===== config.mk =====
export PLATFORM = sky130hd
export DESIGN_NAME = ofs_output_selector
export DESIGN_NICKNAME = d
export VERILOG_FILES = /design/src/design/ofs_pkg.sv /design/src/design/ofs_pwm_gen.sv /design/src/design/ofs_func_mux.sv /design/src/design/ofs_output_selector.sv
export SDC_FILE = /design/constraint.sdc
export NUM_CORES = 1
export LEC_CHECK = 0
export BUFFER_PORTS_ARGS = -buffer_cell sky130_fd_sc_hd__buf_2
export CORE_ASPECT_RATIO = 1.1
export CORE_MARGIN = 2
export CORE_UTILIZATION = 50
export CTS_CLUSTER_DIAMETER = 100
export DETAILED_ROUTE_END_ITERATION = 7
export PLACE_DENSITY_LB_ADDON = 0.05
export SETUP_SLACK_MARGIN = 0.3
export SLEW_MARGIN = 5
export SYNTH_ARGS = -nofsm -noshare
export SYNTH_HDL_FRONTEND = slang
export SYNTH_SLANG_ARGS = --single-unit

===== constraint.sdc =====
create_clock -name ref_clk -period 2.1 [get_ports ref_clk]
set_clock_uncertainty 0.05 [all_clocks]
set_input_delay 0.105 -clock ref_clk [delete_from_list [all_inputs] [get_ports ref_clk]]
set_output_delay 0.105 -clock ref_clk [all_outputs]
set_load 0.02 [all_outputs]

===== src/design/ofs_pkg.sv =====
package ofs_pkg;

	// ==========================================================
	// timing
	localparam int unsigned CLK_FREQ_HZ = 200_000_000;
	localparam int unsigned PWM_FREQ_HZ = 125;
	localparam int unsigned PWM_PERIOD_CYCLES = CLK_FREQ_HZ / PWM_FREQ_HZ;
	localparam int unsigned PWM_CNT_W = 21;

	// ==========================================================
	// selection codes
	localparam logic [3:0] SEL_LBD_ON = 4'h0;
	localparam logic [3:0] SEL_LBD_OFF = 4'h1;
	localparam logic [3:0] SEL_GEN_ON = 4'h2;
	localparam logic [3:0] SEL_GEN_OFF = 4'h3;
	localparam logic [3:0] SEL_EVT_ON = 4'h4;
	localparam logic [3:0] SEL_EVT_OFF = 4'h5;
	localparam logic [3:0] SEL_BAT2_ON = 4'h6;
	localparam logic [3:0] SEL_BAT2_OFF = 4'h7;
	localparam logic [3:0] SEL_ALARM_OFF = 4'h8;
	localparam logic [3:0] SEL_ALARM_ON = 4'h9;
	localparam logic [3:0] SEL_SHUNT = 4'ha;
	localparam logic [3:0] SEL_SHUNT_INV = 4'hb;

	// ==========================================================
	// reset values
	localparam logic [3:0] LOAD_SEL_RST = SEL_LBD_OFF;
	localparam logic [3:0] AUX_SEL_RST = SEL_GEN_ON;

	// ==========================================================
	// carriers
	typedef struct packed {
		logic lbd_disconnect;
		logic gen_run;
		logic event_on;
		logic batt2_charge;
		logic below_alarm;
		logic shunt_disconnect;
	} ofs_func_type;

	typedef struct packed {
		logic [3:0] load;
		logic [3:0] aux;
	} ofs_sel_type;

	typedef struct packed {
		logic load_out;
		logic aux_out;
		logic load_indicator;
		logic generator_indicator;
		logic solar_input_switch;
	} ofs_out_type;

endpackage : ofs_pkg


===== src/design/ofs_pwm_gen.sv =====
`timescale 1ns/1ps
`default_nettype none

module ofs_pwm_gen #(
	parameter int unsigned N_CH = 2,
	parameter int unsigned CNT_W = ofs_pkg::PWM_CNT_W,
	parameter int unsigned PERIOD = ofs_pkg::PWM_PERIOD_CYCLES
) (
	input wire logic ref_clk,
	input wire logic reset_n,
	input wire logic [N_CH-1:0][CNT_W-1:0] duty,
	output logic [N_CH-1:0] wave
);

	// ==========================================================
	// state
	typedef struct packed {
		logic [CNT_W-1:0] cnt;
		logic run;
	} ofs_pwm_state_type;

	localparam logic [CNT_W-1:0] LAST = CNT_W'(PERIOD - 1);

	ofs_pwm_state_type st_q;
	ofs_pwm_state_type st_d;

	always_comb begin
		st_d = st_q;
		st_d.run = 1'b1;
		if (st_q.cnt == LAST) begin
			st_d.cnt = '0;
		end else begin
			st_d.cnt = st_q.cnt + CNT_W'(1);
		end
	end

	always_ff @(posedge ref_clk) begin
		if (!reset_n) begin
			st_q <= '0;
		end else begin
			st_q <= st_d;
		end
	end

	// ==========================================================
	// per-channel compare
	genvar g;
	generate
		for (g = 0; g < N_CH; g++) begin : g_ch
			assign wave[g] = st_q.cnt < duty[g];
		end
	endgenerate

	// ==========================================================
	// checks
	property p_pwm_wrap;
		@(posedge ref_clk) disable iff (!reset_n)
		(st_q.run && st_q.cnt == LAST) |=> (st_q.cnt == '0);
	endproperty
	a_pwm_wrap: assert property (p_pwm_wrap)
		else $error("pwm counter did not wrap at period end");

	property p_pwm_bound;
		@(posedge ref_clk) disable iff (!reset_n)
		st_q.cnt <= LAST;
	endproperty
	a_pwm_bound: assert property (p_pwm_bound)
		else $error("pwm counter beyond period");

endmodule : ofs_pwm_gen

`default_nettype wire


===== src/design/ofs_func_mux.sv =====
`timescale 1ns/1ps
`default_nettype none

module ofs_func_mux #(
	parameter bit PWM_CAPABLE = 1'b0
) (
	input wire logic [3:0] sel,
	input wire ofs_pkg::ofs_func_type func,
	input wire logic pwm_en,
	input wire logic pwm_wave,
	output logic level
);

	always_comb begin
		case (sel)
			ofs_pkg::SEL_LBD_ON: level = func.lbd_disconnect;
			ofs_pkg::SEL_LBD_OFF: level = !func.lbd_disconnect;
			ofs_pkg::SEL_GEN_ON: level = func.gen_run;
			ofs_pkg::SEL_GEN_OFF: level = !func.gen_run;
			ofs_pkg::SEL_EVT_ON: level = func.event_on;
			ofs_pkg::SEL_EVT_OFF: level = !func.event_on;
			ofs_pkg::SEL_BAT2_ON: level = func.batt2_charge;
			ofs_pkg::SEL_BAT2_OFF: level = !func.batt2_charge;
			ofs_pkg::SEL_ALARM_OFF: level = !func.below_alarm;
			ofs_pkg::SEL_ALARM_ON: level = func.below_alarm;
			ofs_pkg::SEL_SHUNT: begin
				// dump load on for regulation, chopped when pwm allowed
				if (PWM_CAPABLE && pwm_en) begin
					level = !func.shunt_disconnect && pwm_wave;
				end else begin
					level = !func.shunt_disconnect;
				end
			end
			ofs_pkg::SEL_SHUNT_INV: level = func.shunt_disconnect;
			default: level = 1'b0;
		endcase
	end

endmodule : ofs_func_mux

`default_nettype wire


===== src/design/ofs_output_selector.sv =====
`timescale 1ns/1ps
`default_nettype none

// Functional notes
// - Two outputs, load and aux, each pick one of six functions by code.
// - Code 0 follows disconnect request, code 1 inverts; load resets to 1.
// - Code 2 follows generator request, code 3 inverts; aux resets to 2.
// - Code 4 follows the programmed event, code 5 inverts it.
// - Code 6 follows second battery charge request, code 7 inverts it.
// - Code 8 is off below alarm voltage, code 9 is on below it.
// - Code 10 drives dump load on for regulation; code 11 inverts.
// - The aux output is never pulse-width modulated, only switched statically.
// - Load indicator lights whenever the low battery disconnect is active.
// - Generator indicator lights whenever the generator is requested.
// - Solar series switching and shunt output work at once, independently.
// - Shunt mode absorbs surplus in dump load, source stays connected.
// - PWM outputs switch once every PWM_PERIOD cycles, which is 125 Hz at the default PWM_PERIOD.
module ofs_output_selector #(
	parameter int unsigned CNT_W = ofs_pkg::PWM_CNT_W,
	parameter int unsigned PWM_PERIOD = ofs_pkg::PWM_PERIOD_CYCLES
) (
	input wire logic ref_clk,
	input wire logic reset_n,
	input wire logic [3:0] load_output_select,
	input wire logic load_select_wr,
	input wire logic [3:0] aux_output_select,
	input wire logic aux_select_wr,
	input wire ofs_pkg::ofs_func_type func_i,
	input wire logic series_charge_on,
	input wire logic pwm_solar_en,
	input wire logic pwm_load_en,
	input wire logic [CNT_W-1:0] solar_duty,
	input wire logic [CNT_W-1:0] shunt_duty,
	output ofs_pkg::ofs_sel_type sel_o,
	output ofs_pkg::ofs_out_type out_o
);

	// ==========================================================
	// state
	typedef struct packed {
		ofs_pkg::ofs_sel_type sel;
		ofs_pkg::ofs_out_type out;
		logic run;
	} ofs_state_type;

	ofs_state_type st_q;
	ofs_state_type st_d;

	logic [1:0] pwm_wave;
	logic [1:0][CNT_W-1:0] pwm_duty;
	logic load_level;
	logic aux_level;
	ofs_pkg::ofs_sel_type sel_nx;

	// ==========================================================
	// pwm source: channel 0 solar, channel 1 load shunt
	assign pwm_duty[0] = solar_duty;
	assign pwm_duty[1] = shunt_duty;

	// next selector, kept apart from the state copy so routing has no loop
	assign sel_nx.load = load_select_wr ? load_output_select
		: st_q.sel.load;
	assign sel_nx.aux = aux_select_wr ? aux_output_select
		: st_q.sel.aux;

	ofs_pwm_gen #(
		.N_CH(2),
		.CNT_W(CNT_W),
		.PERIOD(PWM_PERIOD)
	) u_pwm (
		.ref_clk(ref_clk),
		.reset_n(reset_n),
		.duty(pwm_duty),
		.wave(pwm_wave)
	);

	// ==========================================================
	// routing, decoded from the selector's next value
	ofs_func_mux #(
		.PWM_CAPABLE(1'b1)
	) u_load_mux (
		.sel(sel_nx.load),
		.func(func_i),
		.pwm_en(pwm_load_en),
		.pwm_wave(pwm_wave[1]),
		.level(load_level)
	);

	ofs_func_mux #(
		.PWM_CAPABLE(1'b0)
	) u_aux_mux (
		.sel(sel_nx.aux),
		.func(func_i),
		.pwm_en(1'b0),
		.pwm_wave(1'b0),
		.level(aux_level)
	);

	always_comb begin
		st_d = st_q;
		st_d.run = 1'b1;
		st_d.sel = sel_nx;
		st_d.out.load_out = load_level;
		st_d.out.aux_out = aux_level;
		st_d.out.load_indicator = func_i.lbd_disconnect;
		st_d.out.generator_indicator = func_i.gen_run;
		// series switch runs alongside the shunt output
		if (pwm_solar_en) begin
			st_d.out.solar_input_switch = series_charge_on && pwm_wave[0];
		end else begin
			st_d.out.solar_input_switch = series_charge_on;
		end
	end

	always_ff @(posedge ref_clk) begin
		if (!reset_n) begin
			st_q <= '0;
			st_q.sel.load <= ofs_pkg::LOAD_SEL_RST;
			st_q.sel.aux <= ofs_pkg::AUX_SEL_RST;
		end else begin
			st_q <= st_d;
		end
	end

	assign sel_o = st_q.sel;
	assign out_o = st_q.out;

	// ==========================================================
	// checks
	property p_reset_defaults;
		@(posedge ref_clk)
		$past(!reset_n) |-> (st_q.sel.load == ofs_pkg::LOAD_SEL_RST
			&& st_q.sel.aux == ofs_pkg::AUX_SEL_RST);
	endproperty
	a_reset_defaults: assert property (p_reset_defaults)
		else $error("selector reset defaults wrong");

	property p_load_lbd;
		@(posedge ref_clk) disable iff (!reset_n)
		(st_q.run && st_q.sel.load == 4'h0)
			|-> (out_o.load_out == $past(func_i.lbd_disconnect));
	endproperty
	a_load_lbd: assert property (p_load_lbd)
		else $error("load output does not follow disconnect request");

	property p_aux_gen_inv;
		@(posedge ref_clk) disable iff (!reset_n)
		(st_q.run && st_q.sel.aux == 4'h3)
			|-> (out_o.aux_out == !$past(func_i.gen_run));
	endproperty
	a_aux_gen_inv: assert property (p_aux_gen_inv)
		else $error("aux output not inverse of generator request");

	property p_event_inv;
		@(posedge ref_clk) disable iff (!reset_n)
		(load_select_wr && load_output_select == 4'h5 && func_i.event_on)
			|=> !out_o.load_out;
	endproperty
	a_event_inv: assert property (p_event_inv)
		else $error("load output on while event active with code 5");

	property p_bat2;
		@(posedge ref_clk) disable iff (!reset_n)
		(st_q.run && st_q.sel.aux == 4'h6)
			|-> (out_o.aux_out == $past(func_i.batt2_charge));
	endproperty
	a_bat2: assert property (p_bat2)
		else $error("aux output does not follow second battery charge");

	property p_alarm;
		@(posedge ref_clk) disable iff (!reset_n)
		(st_q.run && st_q.sel.load == 4'h8)
			|-> (out_o.load_out == !$past(func_i.below_alarm));
	endproperty
	a_alarm: assert property (p_alarm)
		else $error("code 8 output not off below alarm");

	property p_shunt_inv;
		@(posedge ref_clk) disable iff (!reset_n)
		(st_q.run && st_q.sel.load == 4'hb)
			|-> (out_o.load_out == $past(func_i.shunt_disconnect));
	endproperty
	a_shunt_inv: assert property (p_shunt_inv)
		else $error("code 11 load output wrong polarity");

	property p_shunt_regulate;
		@(posedge ref_clk) disable iff (!reset_n)
		(st_d.sel.load == 4'ha && !pwm_load_en && !func_i.shunt_disconnect)
			|=> out_o.load_out;
	endproperty
	a_shunt_regulate: assert property (p_shunt_regulate)
		else $error("dump load not connected for regulation");

	property p_aux_static;
		@(posedge ref_clk) disable iff (!reset_n)
		(st_q.run && st_q.sel.aux == 4'ha)
			|-> (out_o.aux_out == !$past(func_i.shunt_disconnect));
	endproperty
	a_aux_static: assert property (p_aux_static)
		else $error("aux shunt output not static");

	property p_load_ind;
		@(posedge ref_clk) disable iff (!reset_n)
		func_i.lbd_disconnect |=> out_o.load_indicator;
	endproperty
	a_load_ind: assert property (p_load_ind)
		else $error("load indicator not lit during disconnect");

	property p_gen_ind;
		@(posedge ref_clk) disable iff (!reset_n)
		st_q.run |-> (out_o.generator_indicator == $past(func_i.gen_run));
	endproperty
	a_gen_ind: assert property (p_gen_ind)
		else $error("generator indicator does not track request");

	property p_solar_indep;
		@(posedge ref_clk) disable iff (!reset_n)
		(!pwm_solar_en) |=> (out_o.solar_input_switch == $past(series_charge_on));
	endproperty
	a_solar_indep: assert property (p_solar_indep)
		else $error("solar switch not following series control");

	property p_load_lbd_inv;
		@(posedge ref_clk) disable iff (!reset_n)
		(st_q.run && st_q.sel.load == ofs_pkg::SEL_LBD_OFF)
			|-> (out_o.load_out == !$past(func_i.lbd_disconnect));
	endproperty
	a_load_lbd_inv: assert property (p_load_lbd_inv)
		else $error("code 1 load output not inverse of disconnect");

	property p_aux_gen;
		@(posedge ref_clk) disable iff (!reset_n)
		(st_q.run && st_q.sel.aux == ofs_pkg::SEL_GEN_ON)
			|-> (out_o.aux_out == $past(func_i.gen_run));
	endproperty
	a_aux_gen: assert property (p_aux_gen)
		else $error("aux output does not follow generator request");

	property p_load_event;
		@(posedge ref_clk) disable iff (!reset_n)
		(st_q.run && st_q.sel.load == ofs_pkg::SEL_EVT_ON)
			|-> (out_o.load_out == $past(func_i.event_on));
	endproperty
	a_load_event: assert property (p_load_event)
		else $error("code 4 load output does not follow event");

	property p_aux_event_inv;
		@(posedge ref_clk) disable iff (!reset_n)
		(st_q.run && st_q.sel.aux == ofs_pkg::SEL_EVT_OFF)
			|-> (out_o.aux_out == !$past(func_i.event_on));
	endproperty
	a_aux_event_inv: assert property (p_aux_event_inv)
		else $error("code 5 aux output not inverse of event");

	property p_load_bat2_inv;
		@(posedge ref_clk) disable iff (!reset_n)
		(st_q.run && st_q.sel.load == ofs_pkg::SEL_BAT2_OFF)
			|-> (out_o.load_out == !$past(func_i.batt2_charge));
	endproperty
	a_load_bat2_inv: assert property (p_load_bat2_inv)
		else $error("code 7 load output not inverse of charge request");

	property p_aux_alarm;
		@(posedge ref_clk) disable iff (!reset_n)
		(st_q.run && st_q.sel.aux == ofs_pkg::SEL_ALARM_ON)
			|-> (out_o.aux_out == $past(func_i.below_alarm));
	endproperty
	a_aux_alarm: assert property (p_aux_alarm)
		else $error("code 9 aux output not on below alarm");

	property p_aux_shunt_inv;
		@(posedge ref_clk) disable iff (!reset_n)
		(st_q.run && st_q.sel.aux == ofs_pkg::SEL_SHUNT_INV)
			|-> (out_o.aux_out == $past(func_i.shunt_disconnect));
	endproperty
	a_aux_shunt_inv: assert property (p_aux_shunt_inv)
		else $error("code 11 aux output wrong polarity");

	property p_load_unused;
		@(posedge ref_clk) disable iff (!reset_n)
		(st_q.run && st_q.sel.load > ofs_pkg::SEL_SHUNT_INV)
			|-> !out_o.load_out;
	endproperty
	a_load_unused: assert property (p_load_unused)
		else $error("unassigned code drives load output");

	property p_sel_hold;
		@(posedge ref_clk) disable iff (!reset_n)
		!load_select_wr |=> (st_q.sel.load == $past(st_q.sel.load));
	endproperty
	a_sel_hold: assert property (p_sel_hold)
		else $error("load selector changed without a write");

	property p_sel_write;
		@(posedge ref_clk) disable iff (!reset_n)
		aux_select_wr
			|=> (st_q.sel.aux == $past(aux_output_select));
	endproperty
	a_sel_write: assert property (p_sel_write)
		else $error("aux selector write not taken");

	property p_load_shunt_off;
		@(posedge ref_clk) disable iff (!reset_n)
		(sel_nx.load == ofs_pkg::SEL_SHUNT && func_i.shunt_disconnect)
			|=> !out_o.load_out;
	endproperty
	a_load_shunt_off: assert property (p_load_shunt_off)
		else $error("dump load kept on while shunt wants it off");

	property p_solar_series;
		@(posedge ref_clk) disable iff (!reset_n)
		(st_q.run && out_o.solar_input_switch)
			|-> $past(series_charge_on);
	endproperty
	a_solar_series: assert property (p_solar_series)
		else $error("solar switch on without series request");

endmodule : ofs_output_selector

`default_nettype wire


Word-level counts from Yosys, hierarchy flattened
Index checks and enable logic that the tools add are counted.
{"block": "classes", "add_sub_neg": 1, "bitwise": 1, "n_reduce_logical": 11, "eq_ne": 23, "mux": 6, "magnitude_cmp": 2}
{"cell": "< comparator 21 bit", "n": 2}
{"cell": "equality test 4 x 3 -> 1 bit, second input constant", "n": 8}
{"cell": "equality test 4 bit, second input constant", "n": 8}
{"cell": "case mux 1 bit (12 select lines)", "n": 2}
{"cell": "adder 21 x 1 -> 21 bit, second input constant", "n": 1}
{"cell": "equality test 21 bit, second input constant", "n": 1}
{"cell": "equality test 4 x 2 -> 1 bit, second input constant", "n": 4}
{"cell": "equality test 4 x 1 -> 1 bit, second input constant", "n": 2}
{"cell": "logical NOT 4 bit", "n": 2}
{"cell": "two-way mux 4 bit", "n": 2}
{"cell": "logical NOT 1 bit", "n": 6}
{"cell": "logical AND 1 bit", "n": 2}
{"cell": "two-way mux 1 bit", "n": 2}
{"cell": "OR reduction 2 bit", "n": 1}
{"cell": "NOT 1 bit", "n": 1}
{"block": "word_totals", "ff_bits": 34, "output_inout_bits": 13, "wordCells": 52, "inputBits": 63}

Longest topological paths before layout
{"block": "logic_depth", "ltp_word": 4, "mapped_depth": 7, "ltp_nobuf": 7}

Modules after synthesis
A second synthesis with hierarchy kept.
{"block": "hier_totals", "cells_unflattened": 297, "hier_area_um2": 2544.9}
{"module": "ofs_pwm_gen", "area_per_inst_um2": 1913.1, "cells_per_inst": 236, "n_inst": 1, "seq_area_each_um2": 420.4}
{"module": "ofs_output_selector", "area_per_inst_um2": 456.7, "cells_per_inst": 39, "n_inst": 1, "seq_area_each_um2": 260.2}
{"module": "ofs_func_mux (u_load_mux)", "area_per_inst_um2": 105.1, "cells_per_inst": 14, "n_inst": 1, "seq_area_each_um2": 0.0}
{"module": "ofs_func_mux (u_aux_mux)", "area_per_inst_um2": 70.1, "cells_per_inst": 8, "n_inst": 1, "seq_area_each_um2": 0.0}

Worst setup path after synthesis
Ideal clock, no wire load.
{"block": "synth_path", "path_kind": "flip-flop to flip-flop", "startpoint": "register u_pwm.st_q[1] in the netlist's numbering", "endpoint": "register u_pwm.st_q[13] in the netlist's numbering", "arrival_ns": 1.689, "path_stages_with_launch": 7, "path_buffers": 1, "path_slack_ns": 0.291, "synth_period_minus_slack_ns": 1.809, "setup_ns": 0.071, "required_time_ns": 1.979, "path_cell_list": "dfxtp_1 -> ha_1 -> nand4_2 -> or3_1 -> buf_2 -> or3_1 -> a21oi_1"}
{"block": "synth_between", "elab_chain_cells": 2, "elab_cells_between_ends": 3, "classes_between": "add/sub (1); eq/ne (1); reduce/logical (1)"}
{"item": "start, declared", "line_no": "ofs_pwm_gen.sv:24", "source": "ofs_pwm_state_type st_q;"}
{"item": "start signal, assigned", "line_no": "ofs_pwm_gen.sv:41", "source": "st_q <= st_d;"}
{"item": "parallel branches: the longest is 2 deep, another holds adder 21 x 1 -> 21 bit"}
Parallel ways; which one is timed is not known.
A chain may end at the register's enable or synchronous reset.

Worst setup path in the final report
{"block": "layout_path", "startpoint": "register u_pwm.st_q[2] in the netlist's numbering", "endpoint": "register u_pwm.st_q[17] in the netlist's numbering"}
Same word-level chain as after synthesis.

==> summary.md <==
| Metric | Value |
|---|---|
| I/O pin cnt | 76 |
| Status | finished, final reports clean |
| Maximum fanout along the worst path | 8 |
| Initial antenna violation count | 0 |
| HPWL Detailed | 4457 µm |
| Data required time at the worst endpoint | 2.26 ns |
| All-layer global routing usage | 0.2051 |
| Pin count of the biggest net entering global routing | 21 |
| Cell depth of the worst flop-to-flop path | 5 |
| Full die area | 0.005746 mm² |
| Nets in the synthesized netlist | 414 |
| Number of global-route vias before repair | 2171 |
| Synth Cell Area | 0.002577 mm² |
| Remaining antenna violation count | 0 |
| Fraction of final layout cells with drive strength greater than 1 | 0.2832 |
| Startpoint type of the worst setup path | register |
| PD cells | 445.7 mW/mm² |
| Clock Sinks | 34 |
| Overall routed net length | 5491 µm |
| Hold violation count in the final report | 0 |
| R2R Setup Slk | 0.40 ns |
| Post-Syn Area per Cell | 8.314 µm² |
| Origin of the worst setup path | u_pwm.st_q[2] |
| Die width | 72.46 µm |
| Setup repair after global routing missed its margin | no |
| Crit share post-route | 0.8085 |
| Vias | 2295 |
| Data arrival time of the worst path | 1.86 ns |
| Number of flip-flops and latches in the synthesized netlist | 34 |
| Final setup TNS | 0 ns |
| Least-Margin Pin Slew | 0.5035 ns |
| Num CTS Buffers | 5 |
| Vert. Die Dim | 79.30 µm |
| Critical R2R Launch | u_pwm.st_q[2] |
| Total Nets Final | 496 |
| Hold Crit Class | in -> reg |
| Total setup violations reported at the end of the flow | 0 |
| Filler cell count | 477 |
| Max capacitance violation total | 0 |
| Most frequent cells in the layout | 75 x sky130_fd_sc_hd__buf_2, 45 x sky130_fd_sc_hd__inv_1, 40 x sky130_fd_sc_hd__ha_1 |
| Worst skew pair latency | 0.28 ns |
| Remaining max-slew budget at the tightest pin | 0.6547 |
| H-tree lvl count | 2 |
| Leakage power summed over all cells | 1.704 nW |
| Total power draw | 1.418 mW |
| Critical path class | reg -> reg |
| Final weighted congestion of routability-driven global placement | 0.7651 |
| Diodes inserted | 0 |
| Post-DP Area | 0.003028 mm² |
| Multi-input combinational cell area | 0.001745 mm² |
| Storage cell area | 694.4 µm² |
| Vias per Instance | 5.100 |
| Avg WL per Cell | 12.20 µm |
| Post-route cell area | 0.003181 mm² |
| Cts hold-fix bufs | 0 |
| Fraction of registers with async set or reset after synthesis | 0 |
| DRC Markers | 0 |
| Clk buf depth | 2 |
| CP endpoint | u_pwm.st_q[17] |
| Clk root buf | sky130_fd_sc_hd__clkbuf_8 |
| Cells after synthesis | 310 |
| Post-synthesis sequential area ratio | 0.2641 |
| Total number of placement rows | 27 |
| Iteration-0 DRC Markers | 49 |
| Maximum operating frequency | 589.0 MHz |
| Pre-Repair DR Iteration Count | 6 |
| Number of port buffers | 75 |
| Core Util, Final | 0.6361 |
| Aggregate global routing overflow | 0 |
| Core region area | 0.005000 mm² |
| Most instantiated flip-flop cell in the synthesis netlist | sky130_fd_sc_hd__dfxtp_1 |
| Most common cell after layout, fill and taps aside | sky130_fd_sc_hd__buf_2 |
| Synth-to-layout area growth | 23.40% |
| Tightest hold margin | 0.01124 ns |
| Number of max-slew violations in the final report | 0 |
| VDD IR-drop max | 383.9 µV |
| Final worst path period need | 1.698 ns |
| Reg-to-Reg End | u_pwm.st_q[17] |
| First-pass GRT wire length | 9349 µm |
| Post-synth EDFFs | 0 |
| Clock tree from TritonCTS | yes |
| Kind of end point of the critical path | register |
| Post-synthesis cell type count | 43 |
| Initial Util | 0.5155 |
| Warning count from the yosys run | 0 |
| Clock-pin transition on the worst setup and hold timing paths | 0.07 ns |
critical path: stages, from the launching register on:
cell and delay, ns:
sky130_fd_sc_hd__dfxtp_4 0.38, sky130_fd_sc_hd__ha_4 0.17, sky130_fd_sc_hd__nand4_4 0.12, sky130_fd_sc_hd__or3_4 0.46
sky130_fd_sc_hd__or3_1 0.32, sky130_fd_sc_hd__a21oi_1 0.13
report_power, final:
group          switching [mW]  leakage (nW)  internal (mW)
sequential             0.0150         0.282          0.669
clock                   0.233        0.0438          0.222
combinational           0.144          1.38          0.135
cell usage after synthesis (5+ instances only):
library cell,number,share of area
sky130_fd_sc_hd__a21o_1,5,0.015
sky130_fd_sc_hd__nor2b_1,7,0.017
sky130_fd_sc_hd__xor2_1,9,0.031
sky130_fd_sc_hd__nand4_1,7,0.017
sky130_fd_sc_hd__ha_1,41,0.20
sky130_fd_sc_hd__dfxtp_1,34,0.26
sky130_fd_sc_hd__a21oi_1,19,0.037
sky130_fd_sc_hd__mux2i_1,12,0.047
sky130_fd_sc_hd__nand2_1,26,0.038
sky130_fd_sc_hd__nand3_1,12,0.023
sky130_fd_sc_hd__and2_1,5,0.012
sky130_fd_sc_hd__inv_1,45,0.066
sky130_fd_sc_hd__xnor2_1,9,0.031
sky130_fd_sc_hd__nor2_1,29,0.042
sky130_fd_sc_hd__o21ai_0,10,0.019
worst min-delay path by stage:
stage / startpoint / to / slack [ns] / cells past startpoint
after global routing: func_i[4] / out_o[1] / 0.008 / 2
after global placement: func_i[4] / out_o[1] / 0.30 / 2
after floorplan: func_i[4] / out_o[1] / 0.18 / 1
after detailed placement: func_i[5] / out_o[2] / 0.30 / 2
after CTS: func_i[5] / out_o[2] / 0.008 / 2
final: func_i[5] / out_o[2] / 0.01 / 2
area by class of cell:
class	count	share of cell area
Clock buffer	5	0.02164
Clock inverter	2	0.003147
Inverter	45	0.05311
Multi-Input combinational cell	225	0.5488
Sequential cell	34	0.2183
Tap cell	58	0.02282
Timing Repair Buffer	81	0.1322
logic make-up after synthesis:
logic type	count (synthesis)	share of synthesized area
AND/OR/NAND/NOR	105	0.2155
buffers and inverters	51	0.07718
AO/OA/AOI/OAI	45	0.1102
adder cells (fa/ha/maj)	41	0.1990
flip-flops	34	0.2641
XOR/XNOR	18	0.06117
multiplexers	16	0.07282
sequential cells by signal, indices dropped and copies added (netlist names):
name	count
u_pwm.st_q	21
out_o	5
sel_o	8
per-stage QoR:
| step | setup slack (ns) | std cells |
|---|---|---|
| after global routing | 0.3103 | 450 |
| after floorplan | 0.3073 | 310 |
| final | 0.4022 | 450 |
| after detailed placement | 0.2055 | 441 |
| after global placement | 0.2452 | 441 |
| after CTS | 0.3315 | 448 |
layer usage:
layer	GRT usage	vias up	wire length, µm
li1	-	1230	-
met1	0.2543	1011	2542
met2	0.3615	47	2661
met3	0.03299	7	221
met4	0.06111	0	65
met5	0	-	0
what timing repair did:
action	4_1_cts	5_1_grt
buffers inserted	0	2
pin swaps	0	4
endpoints found under the setup margin	6	13
gates resized for setup	5	14
Note: power is estimated with default switching activity, not from simulation.
